<file path="config.mk">
export PLATFORM = sky130hd
export DESIGN_NAME = pcr_config_space
export DESIGN_NICKNAME = d
export VERILOG_FILES = /design/src/common/pcr_pkg.sv /design/src/common/pcr_cfg_if.sv /design/src/rtl/pcr_status_flags.sv /design/src/rtl/pcr_read_stage.sv /design/src/rtl/pcr_config_space.sv
export VERILOG_INCLUDE_DIRS = /design/src /design/src/common
export SDC_FILE = /design/constraint.sdc
export NUM_CORES = 1
export LEC_CHECK = 0
export ABC_AREA = 1
export BUFFER_PORTS_ARGS = -buffer_cell sky130_fd_sc_hd__buf_2
export CORE_ASPECT_RATIO = 0.8
export CORE_MARGIN = 2
export CORE_UTILIZATION = 52
export DETAILED_ROUTE_END_ITERATION = 12
export MAX_ROUTING_LAYER = met4
export PLACE_DENSITY = 0.82
export RECOVER_POWER = 50
export SLEW_MARGIN = 20
export SYNTH_ARGS = -nofsm -noshare
export SYNTH_HDL_FRONTEND = slang
export SYNTH_SLANG_ARGS = --single-unit
</file>
<file path="constraint.sdc">
create_clock -name clock -period 1.2 [get_ports clock]
set_clock_uncertainty 0.1 [all_clocks]
set_input_delay 0.06 -clock clock [delete_from_list [all_inputs] [get_ports clock]]
set_output_delay 0.06 -clock clock [all_outputs]
set_load 0.01 [all_outputs]
</file>
<file path="src/common/pcr_map.svh">
// Offsets, field positions, reset values and fixed patterns of the configuration space
`ifndef PCR_MAP_SVH
`define PCR_MAP_SVH

// Byte offsets of the implemented words
`define PCR_OFF_IDENT    8'h00
`define PCR_OFF_CMDSTS   8'h04
`define PCR_OFF_REVISION 8'h08
`define PCR_OFF_LATENCY  8'h0C
`define PCR_OFF_IO_BASE  8'h10
`define PCR_OFF_MEM_BASE 8'h14
`define PCR_OFF_SUBSYS   8'h2C
`define PCR_OFF_ROM_BASE 8'h30
`define PCR_OFF_CAP_PTR  8'h34
`define PCR_OFF_INT_SEL  8'h3C
`define PCR_OFF_PM_CAP   8'h40
`define PCR_OFF_PM_CSR   8'h44

// Command bit positions and the set of bits that software may change
`define PCR_CMD_IO       0
`define PCR_CMD_MEM      1
`define PCR_CMD_BM       2
`define PCR_CMD_PERR     6
`define PCR_CMD_SERR     8
`define PCR_CMD_FBB      9
`define PCR_CMD_WMASK    32'h0000_0347

// Status flag index inside the six-bit flag vector
`define PCR_FLG_DPAR     0
`define PCR_FLG_TABT_TX  1
`define PCR_FLG_TABT_RX  2
`define PCR_FLG_MABT_RX  3
`define PCR_FLG_SERR_TX  4
`define PCR_FLG_PAR_DET  5
`define PCR_FLG_COUNT    6

// Status bit positions of each flag in the command/status word
`define PCR_POS_DPAR     24
`define PCR_POS_TABT_TX  27
`define PCR_POS_TABT_RX  28
`define PCR_POS_MABT_RX  29
`define PCR_POS_SERR_TX  30
`define PCR_POS_PAR_DET  31

// Fixed status pattern: select timing 01 and back-to-back capable
`define PCR_SEL_TIMING   2'h1
`define PCR_STS_FIXED    32'h0280_0000

// Hardware reset values
`define PCR_RST_WORD     32'h0000_0000
`define PCR_RST_CMD      16'h0000
`define PCR_RST_FLAGS    6'h00

// Defaults of the read-only words, arbitrary values
`define PCR_DEF_DEVICE   16'h0A5C
`define PCR_DEF_VENDOR   16'h1F3E
`define PCR_DEF_REVISION 32'h0200_0000
`define PCR_DEF_LATENCY  32'h0000_0000
`define PCR_DEF_SUBSYS   32'h0000_0000
`define PCR_DEF_CAP_PTR  32'h0000_0040
`define PCR_DEF_PM_CAP   32'h0002_0001

`endif

</file>
<file path="src/common/pcr_pkg.sv">
// Types shared by the configuration space modules
package pcr_pkg;
	typedef logic [31:0] pcr_word_t;
	typedef logic [7:0]  pcr_addr_t;
	typedef logic [5:0]  pcr_flags_t;
endpackage : pcr_pkg

</file>
<file path="src/common/pcr_cfg_if.sv">
// Carrier between the configuration core, the flag store and the read stage
`timescale 1ns/1ps
interface pcr_cfg_if;
	import pcr_pkg::*;
	logic       clr_stb;
	pcr_flags_t clr_mask;
	pcr_flags_t set_evt;
	pcr_flags_t flags;
	logic       rd_req;
	pcr_word_t  rd_word;
	pcr_word_t  rd_data;
	logic       rd_valid;
	modport core      (output clr_stb, clr_mask, set_evt, rd_req, rd_word,
	                   input flags, rd_data, rd_valid);
	modport flag_end  (input clr_stb, clr_mask, set_evt, output flags);
	modport read_end  (input rd_req, rd_word, output rd_data, rd_valid);
endinterface : pcr_cfg_if

</file>
<file path="src/rtl/pcr_status_flags.sv">
// Sticky status flags, set by events and cleared by writing one
`timescale 1ns/1ps
`include "pcr_map.svh"
module pcr_status_flags
	import pcr_pkg::*;
(
	input  wire logic clock,
	input  wire logic rst_n,
	pcr_cfg_if.flag_end bus
);
	pcr_flags_t next_flags;
	pcr_flags_t clr_hit;

	// A set in the clearing cycle wins, so no event is lost
	assign clr_hit    = bus.clr_mask & {`PCR_FLG_COUNT{bus.clr_stb}};
	assign next_flags = bus.set_evt | (bus.flags & ~clr_hit);

	// Only the hardware reset touches the flags
	always_ff @(posedge clock or negedge rst_n) begin
		if (!rst_n) begin
			bus.flags <= `PCR_RST_FLAGS;
		end else begin
			bus.flags <= next_flags;
		end
	end

	AST_SET_WINS: assert property (@(posedge clock) disable iff (!rst_n)
		bus.set_evt[`PCR_FLG_MABT_RX] && bus.clr_stb && bus.clr_mask[`PCR_FLG_MABT_RX]
		|=> bus.flags[`PCR_FLG_MABT_RX])
		else $error("Flag lost when set and clear met");

	AST_CLEAR_ONE: assert property (@(posedge clock) disable iff (!rst_n)
		bus.clr_stb && bus.clr_mask[`PCR_FLG_PAR_DET] && !bus.set_evt[`PCR_FLG_PAR_DET]
		|=> !bus.flags[`PCR_FLG_PAR_DET] ##1 bus.flags[`PCR_FLG_PAR_DET]
		== $past(bus.set_evt[`PCR_FLG_PAR_DET]))
		else $error("Flag not cleared by a written one");
endmodule : pcr_status_flags

</file>
<file path="src/rtl/pcr_read_stage.sv">
// Registered read data and its one-cycle valid strobe
`timescale 1ns/1ps
module pcr_read_stage
	import pcr_pkg::*;
(
	input  wire logic clock,
	input  wire logic rst_n,
	pcr_cfg_if.read_end bus
);
	// Data holds between reads so the bus side may sample late
	always_ff @(posedge clock or negedge rst_n) begin
		if (!rst_n) begin
			bus.rd_data  <= 32'h0000_0000;
			bus.rd_valid <= 1'b0;
		end else begin
			bus.rd_valid <= bus.rd_req;
			if (bus.rd_req) begin
				bus.rd_data <= bus.rd_word;
			end
		end
	end

	AST_READ_LATENCY: assert property (@(posedge clock) disable iff (!rst_n)
		bus.rd_req |=> bus.rd_valid && bus.rd_data == $past(bus.rd_word))
		else $error("Read answer late or wrong");
endmodule : pcr_read_stage

</file>
<file path="src/rtl/pcr_config_space.sv">
// Configuration register space: decode, command and address registers, read selection
// Behaviour
// - Offer a standard configuration space so firmware assigns resources without jumpers.
// - A software reset leaves every configuration register unchanged.
// - Hardware reset returns every configuration register to its reset value.
// - Unimplemented locations ignore writes and read as zero.
// - Decode offsets 00h to 44h into twelve words; reserved spans read zero.
// - Word 00h is read-only: device identifier high, vendor identifier low.
// - Upper status flags clear where a written word holds one, only when its top byte lane is enabled.
// - Lower sixteen bits hold writable command controls enabling the device.
// - Select timing reads 01 at bits 26-25; bit 23 always reads one.
`timescale 1ns/1ps
`include "pcr_map.svh"
module pcr_config_space
	import pcr_pkg::*;
#(
	parameter logic [15:0] DEVICE_ID     = `PCR_DEF_DEVICE,   // Arbitrary value
	parameter logic [15:0] VENDOR_ID     = `PCR_DEF_VENDOR,   // Arbitrary value
	parameter pcr_word_t   REVISION_WORD = `PCR_DEF_REVISION,
	parameter pcr_word_t   LATENCY_WORD  = `PCR_DEF_LATENCY,
	parameter pcr_word_t   SUBSYS_WORD   = `PCR_DEF_SUBSYS,   // Arbitrary value
	parameter pcr_word_t   CAP_PTR_WORD  = `PCR_DEF_CAP_PTR,
	parameter pcr_word_t   PM_CAP_WORD   = `PCR_DEF_PM_CAP
)(
	input  wire logic       clock,
	input  wire logic       rst_n,
	input  wire logic       soft_reset,
	input  wire logic       cfg_req,
	input  wire logic       cfg_write,
	input  wire pcr_addr_t  cfg_addr,
	input  wire logic [3:0] cfg_byte_en,
	input  wire pcr_word_t  cfg_wdata,
	output pcr_word_t       cfg_rdata,
	output logic            cfg_rvalid,
	input  wire pcr_flags_t error_events,
	output pcr_flags_t      status_flags,
	output logic            io_space_en,
	output logic            mem_space_en,
	output logic            bus_master_en,
	output logic            parity_resp_en,
	output logic            serr_en,
	output logic            back_to_back_en,
	output pcr_word_t       io_base,
	output pcr_word_t       mem_base,
	output pcr_word_t       rom_base,
	output pcr_word_t       int_select,
	output pcr_word_t       pm_control
);
	pcr_cfg_if bus ();

	logic [15:0] command;
	logic [15:0] next_command;
	pcr_word_t   next_cmd_word;
	pcr_word_t   next_io_base;
	pcr_word_t   next_mem_base;
	pcr_word_t   next_rom_base;
	pcr_word_t   next_int_select;
	pcr_word_t   next_pm_control;

	// Bit positions of the flags inside the command/status word
	localparam int unsigned FLAG_POS [`PCR_FLG_COUNT] = '{
		`PCR_POS_DPAR, `PCR_POS_TABT_TX, `PCR_POS_TABT_RX,
		`PCR_POS_MABT_RX, `PCR_POS_SERR_TX, `PCR_POS_PAR_DET};

	// Merge written bytes into a word, touching only bits in the mask
	function automatic pcr_word_t merge_bytes(input pcr_word_t old_word,
		input pcr_word_t new_word, input logic [3:0] lanes, input pcr_word_t mask);
		pcr_word_t lane_mask;
		lane_mask = {{8{lanes[3]}}, {8{lanes[2]}}, {8{lanes[1]}}, {8{lanes[0]}}} & mask;
		return (old_word & ~lane_mask) | (new_word & lane_mask);
	endfunction : merge_bytes

	// Address decode on whole words; the two low address bits are ignored
	wire pcr_addr_t word_addr    = {cfg_addr[7:2], 2'b00};
	wire            wr_go        = cfg_req && cfg_write;
	wire            rd_go        = cfg_req && !cfg_write;
	wire            hit_ident    = word_addr == `PCR_OFF_IDENT;
	wire            hit_cmdsts   = word_addr == `PCR_OFF_CMDSTS;
	wire            hit_revision = word_addr == `PCR_OFF_REVISION;
	wire            hit_latency  = word_addr == `PCR_OFF_LATENCY;
	wire            hit_io_base  = word_addr == `PCR_OFF_IO_BASE;
	wire            hit_mem_base = word_addr == `PCR_OFF_MEM_BASE;
	wire            hit_subsys   = word_addr == `PCR_OFF_SUBSYS;
	wire            hit_rom_base = word_addr == `PCR_OFF_ROM_BASE;
	wire            hit_cap_ptr  = word_addr == `PCR_OFF_CAP_PTR;
	wire            hit_int_sel  = word_addr == `PCR_OFF_INT_SEL;
	wire            hit_pm_cap   = word_addr == `PCR_OFF_PM_CAP;
	wire            hit_pm_csr   = word_addr == `PCR_OFF_PM_CSR;
	wire            hit_any      = |{hit_ident, hit_cmdsts, hit_revision, hit_latency,
	                                 hit_io_base, hit_mem_base, hit_subsys, hit_rom_base,
	                                 hit_cap_ptr, hit_int_sel, hit_pm_cap, hit_pm_csr};

	// Fixed identity word; no write path exists for it
	wire pcr_word_t ident_word = {DEVICE_ID, VENDOR_ID};

	// Status half: live flags plus the fixed timing and capability bits
	wire pcr_word_t status_word = {bus.flags[`PCR_FLG_PAR_DET], bus.flags[`PCR_FLG_SERR_TX],
	                               bus.flags[`PCR_FLG_MABT_RX], bus.flags[`PCR_FLG_TABT_RX],
	                               bus.flags[`PCR_FLG_TABT_TX], 2'b00,
	                               bus.flags[`PCR_FLG_DPAR], 24'h00_0000}
	                              | `PCR_STS_FIXED;
	wire pcr_word_t cmdsts_word = status_word | {16'h0000, command};

	// Read selection as an and-or tree; a miss yields zero without a default arm
	assign bus.rd_word = ({32{hit_ident}}    & ident_word)
	                   | ({32{hit_cmdsts}}   & cmdsts_word)
	                   | ({32{hit_revision}} & REVISION_WORD)
	                   | ({32{hit_latency}}  & LATENCY_WORD)
	                   | ({32{hit_io_base}}  & io_base)
	                   | ({32{hit_mem_base}} & mem_base)
	                   | ({32{hit_subsys}}   & SUBSYS_WORD)
	                   | ({32{hit_rom_base}} & rom_base)
	                   | ({32{hit_cap_ptr}}  & CAP_PTR_WORD)
	                   | ({32{hit_int_sel}}  & int_select)
	                   | ({32{hit_pm_cap}}   & PM_CAP_WORD)
	                   | ({32{hit_pm_csr}}   & pm_control);
	assign bus.rd_req  = rd_go;
	assign cfg_rdata   = bus.rd_data;
	assign cfg_rvalid  = bus.rd_valid;

	// Clearing needs the top byte lane, since every flag sits in it
	assign bus.clr_stb = wr_go && hit_cmdsts && cfg_byte_en[3];
	generate
		for (genvar i = 0; i < `PCR_FLG_COUNT; i++) begin : g_clr
			assign bus.clr_mask[i] = cfg_wdata[FLAG_POS[i]];
		end
	endgenerate

	// Event gating: data parity needs parity response, system error needs both enables
	assign bus.set_evt[`PCR_FLG_DPAR]    = error_events[`PCR_FLG_DPAR] && parity_resp_en;
	assign bus.set_evt[`PCR_FLG_TABT_TX] = error_events[`PCR_FLG_TABT_TX];
	assign bus.set_evt[`PCR_FLG_TABT_RX] = error_events[`PCR_FLG_TABT_RX];
	assign bus.set_evt[`PCR_FLG_MABT_RX] = error_events[`PCR_FLG_MABT_RX];
	assign bus.set_evt[`PCR_FLG_SERR_TX] = error_events[`PCR_FLG_SERR_TX]
	                                       && serr_en && parity_resp_en;
	assign bus.set_evt[`PCR_FLG_PAR_DET] = error_events[`PCR_FLG_PAR_DET];
	assign status_flags = bus.flags;

	// Next values; only implemented command bits take writes
	// Upper half of the merged word is status, which is never stored here
	assign next_cmd_word   = merge_bytes({16'h0000, command}, cfg_wdata, cfg_byte_en,
	                                     `PCR_CMD_WMASK);
	assign next_command    = next_cmd_word[15:0];
	assign next_io_base    = merge_bytes(io_base, cfg_wdata, cfg_byte_en, 32'hFFFF_FFFF);
	assign next_mem_base   = merge_bytes(mem_base, cfg_wdata, cfg_byte_en, 32'hFFFF_FFFF);
	assign next_rom_base   = merge_bytes(rom_base, cfg_wdata, cfg_byte_en, 32'hFFFF_FFFF);
	assign next_int_select = merge_bytes(int_select, cfg_wdata, cfg_byte_en, 32'hFFFF_FFFF);
	assign next_pm_control = merge_bytes(pm_control, cfg_wdata, cfg_byte_en, 32'hFFFF_FFFF);

	// Command controls; soft_reset is deliberately not a term here
	always_ff @(posedge clock or negedge rst_n) begin
		if (!rst_n) begin
			command <= `PCR_RST_CMD;
		end else if (wr_go && hit_cmdsts) begin
			command <= next_command;
		end
	end

	// Base address registers
	always_ff @(posedge clock or negedge rst_n) begin
		if (!rst_n) begin
			io_base  <= `PCR_RST_WORD;
			mem_base <= `PCR_RST_WORD;
		end else begin
			io_base  <= (wr_go && hit_io_base)  ? next_io_base  : io_base;
			mem_base <= (wr_go && hit_mem_base) ? next_mem_base : mem_base;
		end
	end

	// Boot memory base and interrupt selection
	always_ff @(posedge clock or negedge rst_n) begin
		if (!rst_n) begin
			rom_base   <= `PCR_RST_WORD;
			int_select <= `PCR_RST_WORD;
		end else begin
			rom_base   <= (wr_go && hit_rom_base) ? next_rom_base   : rom_base;
			int_select <= (wr_go && hit_int_sel)  ? next_int_select : int_select;
		end
	end

	// Power management control word
	always_ff @(posedge clock or negedge rst_n) begin
		if (!rst_n) begin
			pm_control <= `PCR_RST_WORD;
		end else if (wr_go && hit_pm_csr) begin
			pm_control <= next_pm_control;
		end
	end

	// Command bits steer the rest of the device
	assign io_space_en     = command[`PCR_CMD_IO];
	assign mem_space_en    = command[`PCR_CMD_MEM];
	assign bus_master_en   = command[`PCR_CMD_BM];
	assign parity_resp_en  = command[`PCR_CMD_PERR];
	assign serr_en         = command[`PCR_CMD_SERR];
	assign back_to_back_en = command[`PCR_CMD_FBB];

	pcr_status_flags u_flags (
		.clock (clock),
		.rst_n (rst_n),
		.bus   (bus.flag_end)
	);

	pcr_read_stage u_read (
		.clock (clock),
		.rst_n (rst_n),
		.bus   (bus.read_end)
	);

	AST_IDENT_READ: assert property (@(posedge clock) disable iff (!rst_n)
		rd_go && hit_ident |=> cfg_rvalid && cfg_rdata == {DEVICE_ID, VENDOR_ID})
		else $error("Identity word read wrong");

	AST_UNMAPPED_ZERO: assert property (@(posedge clock) disable iff (!rst_n)
		rd_go && !hit_any |=> cfg_rvalid && cfg_rdata == 32'h0000_0000)
		else $error("Unmapped read not zero");

	AST_RESERVED_38: assert property (@(posedge clock) disable iff (!rst_n)
		rd_go && cfg_addr[7:2] == 6'h0E |=> cfg_rdata == 32'h0000_0000)
		else $error("Reserved word at 38h not zero");

	AST_FIXED_STATUS: assert property (@(posedge clock) disable iff (!rst_n)
		rd_go && hit_cmdsts |=> cfg_rdata[26:25] == `PCR_SEL_TIMING && cfg_rdata[23]
		&& cfg_rdata[22:16] == 7'h00)
		else $error("Fixed status bits wrong");

	AST_CMD_WRITE: assert property (@(posedge clock) disable iff (!rst_n)
		wr_go && hit_cmdsts && cfg_byte_en[0] |=> bus_master_en == $past(cfg_wdata[2])
		&& command[5:3] == 3'h0)
		else $error("Command byte not written as masked");

	AST_STATUS_CLEAR: assert property (@(posedge clock) disable iff (!rst_n)
		wr_go && hit_cmdsts && cfg_byte_en[3] && cfg_wdata[29]
		&& !error_events[`PCR_FLG_MABT_RX] |=> !status_flags[`PCR_FLG_MABT_RX])
		else $error("Written one did not clear flag");

	AST_SOFT_KEEP: assert property (@(posedge clock) disable iff (!rst_n)
		soft_reset && !wr_go |=> $stable(command) && $stable(io_base) && $stable(pm_control))
		else $error("Software reset changed a register");

	AST_UNMAPPED_WRITE: assert property (@(posedge clock) disable iff (!rst_n)
		wr_go && !hit_any |=> $stable(command) && $stable(mem_base) && $stable(rom_base)
		&& $stable(int_select))
		else $error("Unmapped write changed a register");

	AST_SERR_GATED: assert property (@(posedge clock) disable iff (!rst_n)
		!status_flags[`PCR_FLG_SERR_TX] && !(serr_en && parity_resp_en)
		|=> !status_flags[`PCR_FLG_SERR_TX])
		else $error("System error flag set while disabled");

	AST_EVENT_SETS: assert property (@(posedge clock) disable iff (!rst_n)
		error_events[`PCR_FLG_TABT_TX] |=> status_flags[`PCR_FLG_TABT_TX]
		##1 (status_flags[`PCR_FLG_TABT_TX] || $past(bus.clr_stb)))
		else $error("Sent target abort flag not set");

	// Read strobe lasts one cycle; data holds so a slow host still sees it
	AST_RVALID_PULSE: assert property (@(posedge clock) disable iff (!rst_n)
		!rd_go |=> !cfg_rvalid)
		else $error("Read strobe without a read");

	AST_RDATA_HOLD: assert property (@(posedge clock) disable iff (!rst_n)
		!rd_go |=> $stable(cfg_rdata))
		else $error("Read data moved without a read");

	// Byte lanes gate the writable words
	AST_IO_LANE_WRITE: assert property (@(posedge clock) disable iff (!rst_n)
		wr_go && hit_io_base && cfg_byte_en[0]
		|=> io_base[7:0] == $past(cfg_wdata[7:0]))
		else $error("Base byte not written");

	AST_MEM_LANE_KEEP: assert property (@(posedge clock) disable iff (!rst_n)
		wr_go && hit_mem_base && !cfg_byte_en[3]
		|=> mem_base[31:24] == $past(mem_base[31:24]))
		else $error("Disabled byte lane written");

	AST_ROM_KEEP: assert property (@(posedge clock) disable iff (!rst_n)
		!(wr_go && hit_rom_base) |=> $stable(rom_base))
		else $error("Boot memory base changed without a write");

	// Command half moves only on its own write, and only in implemented bits
	AST_CMD_KEEP: assert property (@(posedge clock) disable iff (!rst_n)
		!(wr_go && hit_cmdsts) |=> $stable(command))
		else $error("Command changed without a write");

	AST_CMD_RESERVED: assert property (@(posedge clock) disable iff (!rst_n)
		({16'h0000, command} & ~`PCR_CMD_WMASK) == 32'h0000_0000)
		else $error("Unimplemented command bit set");

	// A flag stays until a written one clears it
	AST_FLAG_STICKY: assert property (@(posedge clock) disable iff (!rst_n)
		status_flags[`PCR_FLG_TABT_RX] && !(wr_go && hit_cmdsts && cfg_byte_en[3])
		|=> status_flags[`PCR_FLG_TABT_RX])
		else $error("Flag dropped without a clearing write");

	AST_DPAR_GATED: assert property (@(posedge clock) disable iff (!rst_n)
		!status_flags[`PCR_FLG_DPAR] && !parity_resp_en
		|=> !status_flags[`PCR_FLG_DPAR])
		else $error("Data parity flag set while parity response off");

	AST_PAR_DET_SETS: assert property (@(posedge clock) disable iff (!rst_n)
		error_events[`PCR_FLG_PAR_DET] |=> status_flags[`PCR_FLG_PAR_DET])
		else $error("Parity detected flag not set");

	AST_SOFT_KEEP_WORDS: assert property (@(posedge clock) disable iff (!rst_n)
		soft_reset && !wr_go |=> $stable(mem_base) && $stable(rom_base)
		&& $stable(int_select))
		else $error("Software reset changed a base word");
endmodule : pcr_config_space

</file>
==> impl_metrics.env <==
export IMPL_die_x_um=152
export IMPL_synthTopCellsByArea="dfrtp_1 56%, nand2_1 14%, o21ai_1 8.1%, nor2_1 3.7%, nand3_1 3.3%"
export IMPL_mappedNetlistArea_um2=9170
export IMPL_leakagePower_nw=7.64
export IMPL_synth_cell_types=22
export IMPL_p_per_area_nw_per_um2=1220
export IMPL_core_um2=17300
export IMPL_holdWs_ns=-0.0525
export IMPL_worst_pin_slew_ns=0.535
export IMPL_p_sw_mw=4.48
export IMPL_setup_viol=53
export IMPL_grt_start_max_net_pins=36
export IMPL_globalplace_congestion=0.975
export IMPL_design_die_area_um2=18700
export IMPL_vias=10652
export IMPL_post_route_min_period_ns=1.26
export IMPL_grt_pass1_vias=9999
export IMPL_area_growth_pct=50.1
export IMPL_synth_largest_area_cell="dfrtp_1"
export IMPL_slew_headroom_pct=64.3
export IMPL_placement_cell_area_um2=11200
export IMPL_p_seq_share_pct=45.4
export IMPL_synth_nets=1134
export IMPL_cp_top_family="flip-flops"
export IMPL_yosysWarnings=0
export IMPL_wire_per_inst_um=20.0
export IMPL_final_area_um2=13800
export IMPL_cts_max_path_buffers=3
export IMPL_worstHoldPathType="in2async"
export IMPL_clkLatencyLatePin_ns=0.49
export IMPL_crit_fanout=3
export IMPL_slowest_delay_ns=0.45
export IMPL_root_buffer="clkbuf_16"
export IMPL_htree_levels=1
export IMPL_ff2ff_path_depth=6
export IMPL_cp_start_kind="register"
export IMPL_rows=43
export IMPL_drive_gt1_share_pct=37.2
export IMPL_total_power_mw=16.8
export IMPL_drt_pass1_iter_count=7
export IMPL_period_share_pct=105
export IMPL_holdBufCountCts=43
export IMPL_cts_tree="yes"
export IMPL_status="complete, but fails checks"
export IMPL_final_util_pct=79.4
export IMPL_combinationalPowerShare_pct=15.7
export IMPL_via_per_inst=5.76
export IMPL_post_synth_cell_area_avg_um2=8.50
export IMPL_internal_power_mw=12.4
export IMPL_antenna_found_initial=1
export IMPL_cp_num_cells=1
export IMPL_grt_overflow_total=0
export IMPL_finalHoldViolCount=26
export IMPL_slew_violations=0
export IMPL_clkTransAtPathRegs_ns=0.06
export IMPL_grt_first_pass_wirelength_um=53400
export IMPL_io_buffers=256
export IMPL_ant_nets=0
export IMPL_cp_arrival_ns=1.10
export IMPL_synth_most_common_cell="nand2_1"
export IMPL_start_util_pct=52.9
export IMPL_ios=260
export IMPL_clkSinkCount=205
export IMPL_crit_slowest_cell="dfrtp_1"
export IMPL_clkPwrFrac_pct=38.9
export IMPL_switching_share_pct=26.6
export IMPL_ir_drop_uv=1070
export IMPL_synth_cells=1079
export IMPL_maxCapViolCount=0
export IMPL_wl_um=37000
export IMPL_track_usage_pct=37.4
export IMPL_setup_ws_ns=-0.0640
export IMPL_drtIter0Drc=1084
export IMPL_end_kind="output port"
export IMPL_synthArstFlopShare_pct=100
export IMPL_synth_ff_type="dfrtp_1"
export IMPL_violations="negative hold slack, negative setup slack"
export IMPL_fp_dieH_um=123
export IMPL_ys_ff_latch=205
export IMPL_dp_hpwl_um=22100
export IMPL_synth_edf_count=0
export IMPL_worstSetupPathType="reg2out"
export IMPL_rsz0062_at_grt="true"
export IMPL_final_nets=1665
export IMPL_ys_seq_area_share_pct=56.0
export IMPL_synth_common_cells="347 x nand2_1, 205 x dfrtp_1, 148 x o21ai_1"
export IMPL_cp_required_ns=1.04
export IMPL_path_cells="buf_2"
export IMPL_cts_buffers=21
export IMPL_drc=0
export IMPL_fmax_ghz=0.791
export IMPL_synth_top_area_share_pct=56.0
export IMPL_crit_buf_inv=1
export IMPL_fillers=1058
power groups by stage:
stage	clock [mW]	sequential [mW]	combinational, mW
final	6.55	7.63	2.65
after global routing	6.85	7.65	2.83
after CTS	6.49	7.61	2.35
after detailed placement	0	7.79	1.86
after global placement	0	7.78	1.81
after floorplan	0	7.90	0.608
final cells by class:
cell class,instances,area [µm²],area share (%)
Timing Repair Buffer,552,3860,28.1
Inverter,58,218,1.58
Tap cell,225,282,2.05
Antenna cell,1,2.50,0.0182
Multi-Input combinational cell,772,3590,26.1
Clock inverter,8,92.6,0.673
Clock buffer,28,582,4.23
Sequential cell,205,5130,37.3
per-stage QoR:
stage | cells | TNS, ns | hold slack, ns | worst slack, ns
floorplan | 1079 | -0.0676 | -0.336 | -0.00955
global placement | 1589 | -45.27 | -0.0918 | -0.374
detailed placement | 1589 | -49.21 | -0.0950 | -0.397
CTS | 1785 | -0.611 | -0.0398 | -0.0460
global route | 1849 | -2.77 | -0.0222 | -0.0766
finish | 1849 | -0.647 | -0.0525 | -0.0640
final timing paths:
path / startpoint / endpoint / slack (ns)
min reg2reg: register / register / 0.42
max reg2reg: register / u_read.bus.rd_data[21]$_DFFE_PN0P_ / 0.04
min: rst_n / asynchronous set/reset pin / -0.05
min in group clock: cfg_write / u_read.bus.rd_data[2]$_DFFE_PN0P_ / 0.05
max: register / io_base[29] / -0.06
max in group asynchronous: rst_n / asynchronous set/reset pin / 0.19
cells by family (layout without fill, tap and decap cells):
kind of cell | count (synthesis) | after routing | synth area share [%]
buffers and inverters | 102 | 646 | 5.30
other | 0 | 1 | 0
and+or+nand+nor | 549 | 549 | 26.1
AOI/OAI and AO/OA | 223 | 223 | 12.7
DFF | 205 | 205 | 56.0
timing repair:
action / in CTS / in global routing
resized for setup: 8 / 29
endpoints found under the hold margin: 377 / 7
endpoints found under the setup margin: 141 / 179
gates cloned: 0 / 0
setup buffers: 117 / 63
layer usage:
metal | part of all wire (%) | GRT usage (%)
met4 | 4.7 | 14.5
met3 | 13 | 8.93
met5 | 0 | -
met1 | 36 | 47.4
met2 | 47 | 59.2
layout by cell type (no fill, tap or decap), drive strengths merged:
cell type and instances:
nor3 1, clkinv 5, clkbuf 40, nand4 10, nand2 372, dlygate4sd3 43
dfrtp 205, inv 58, nand3 61, a21oi 50, diode 1, clkinvlp 1
nor2 105, o21ai 173, bufinv 2, buf 497
No activity file was read; power rests on OpenSTA's default activity.
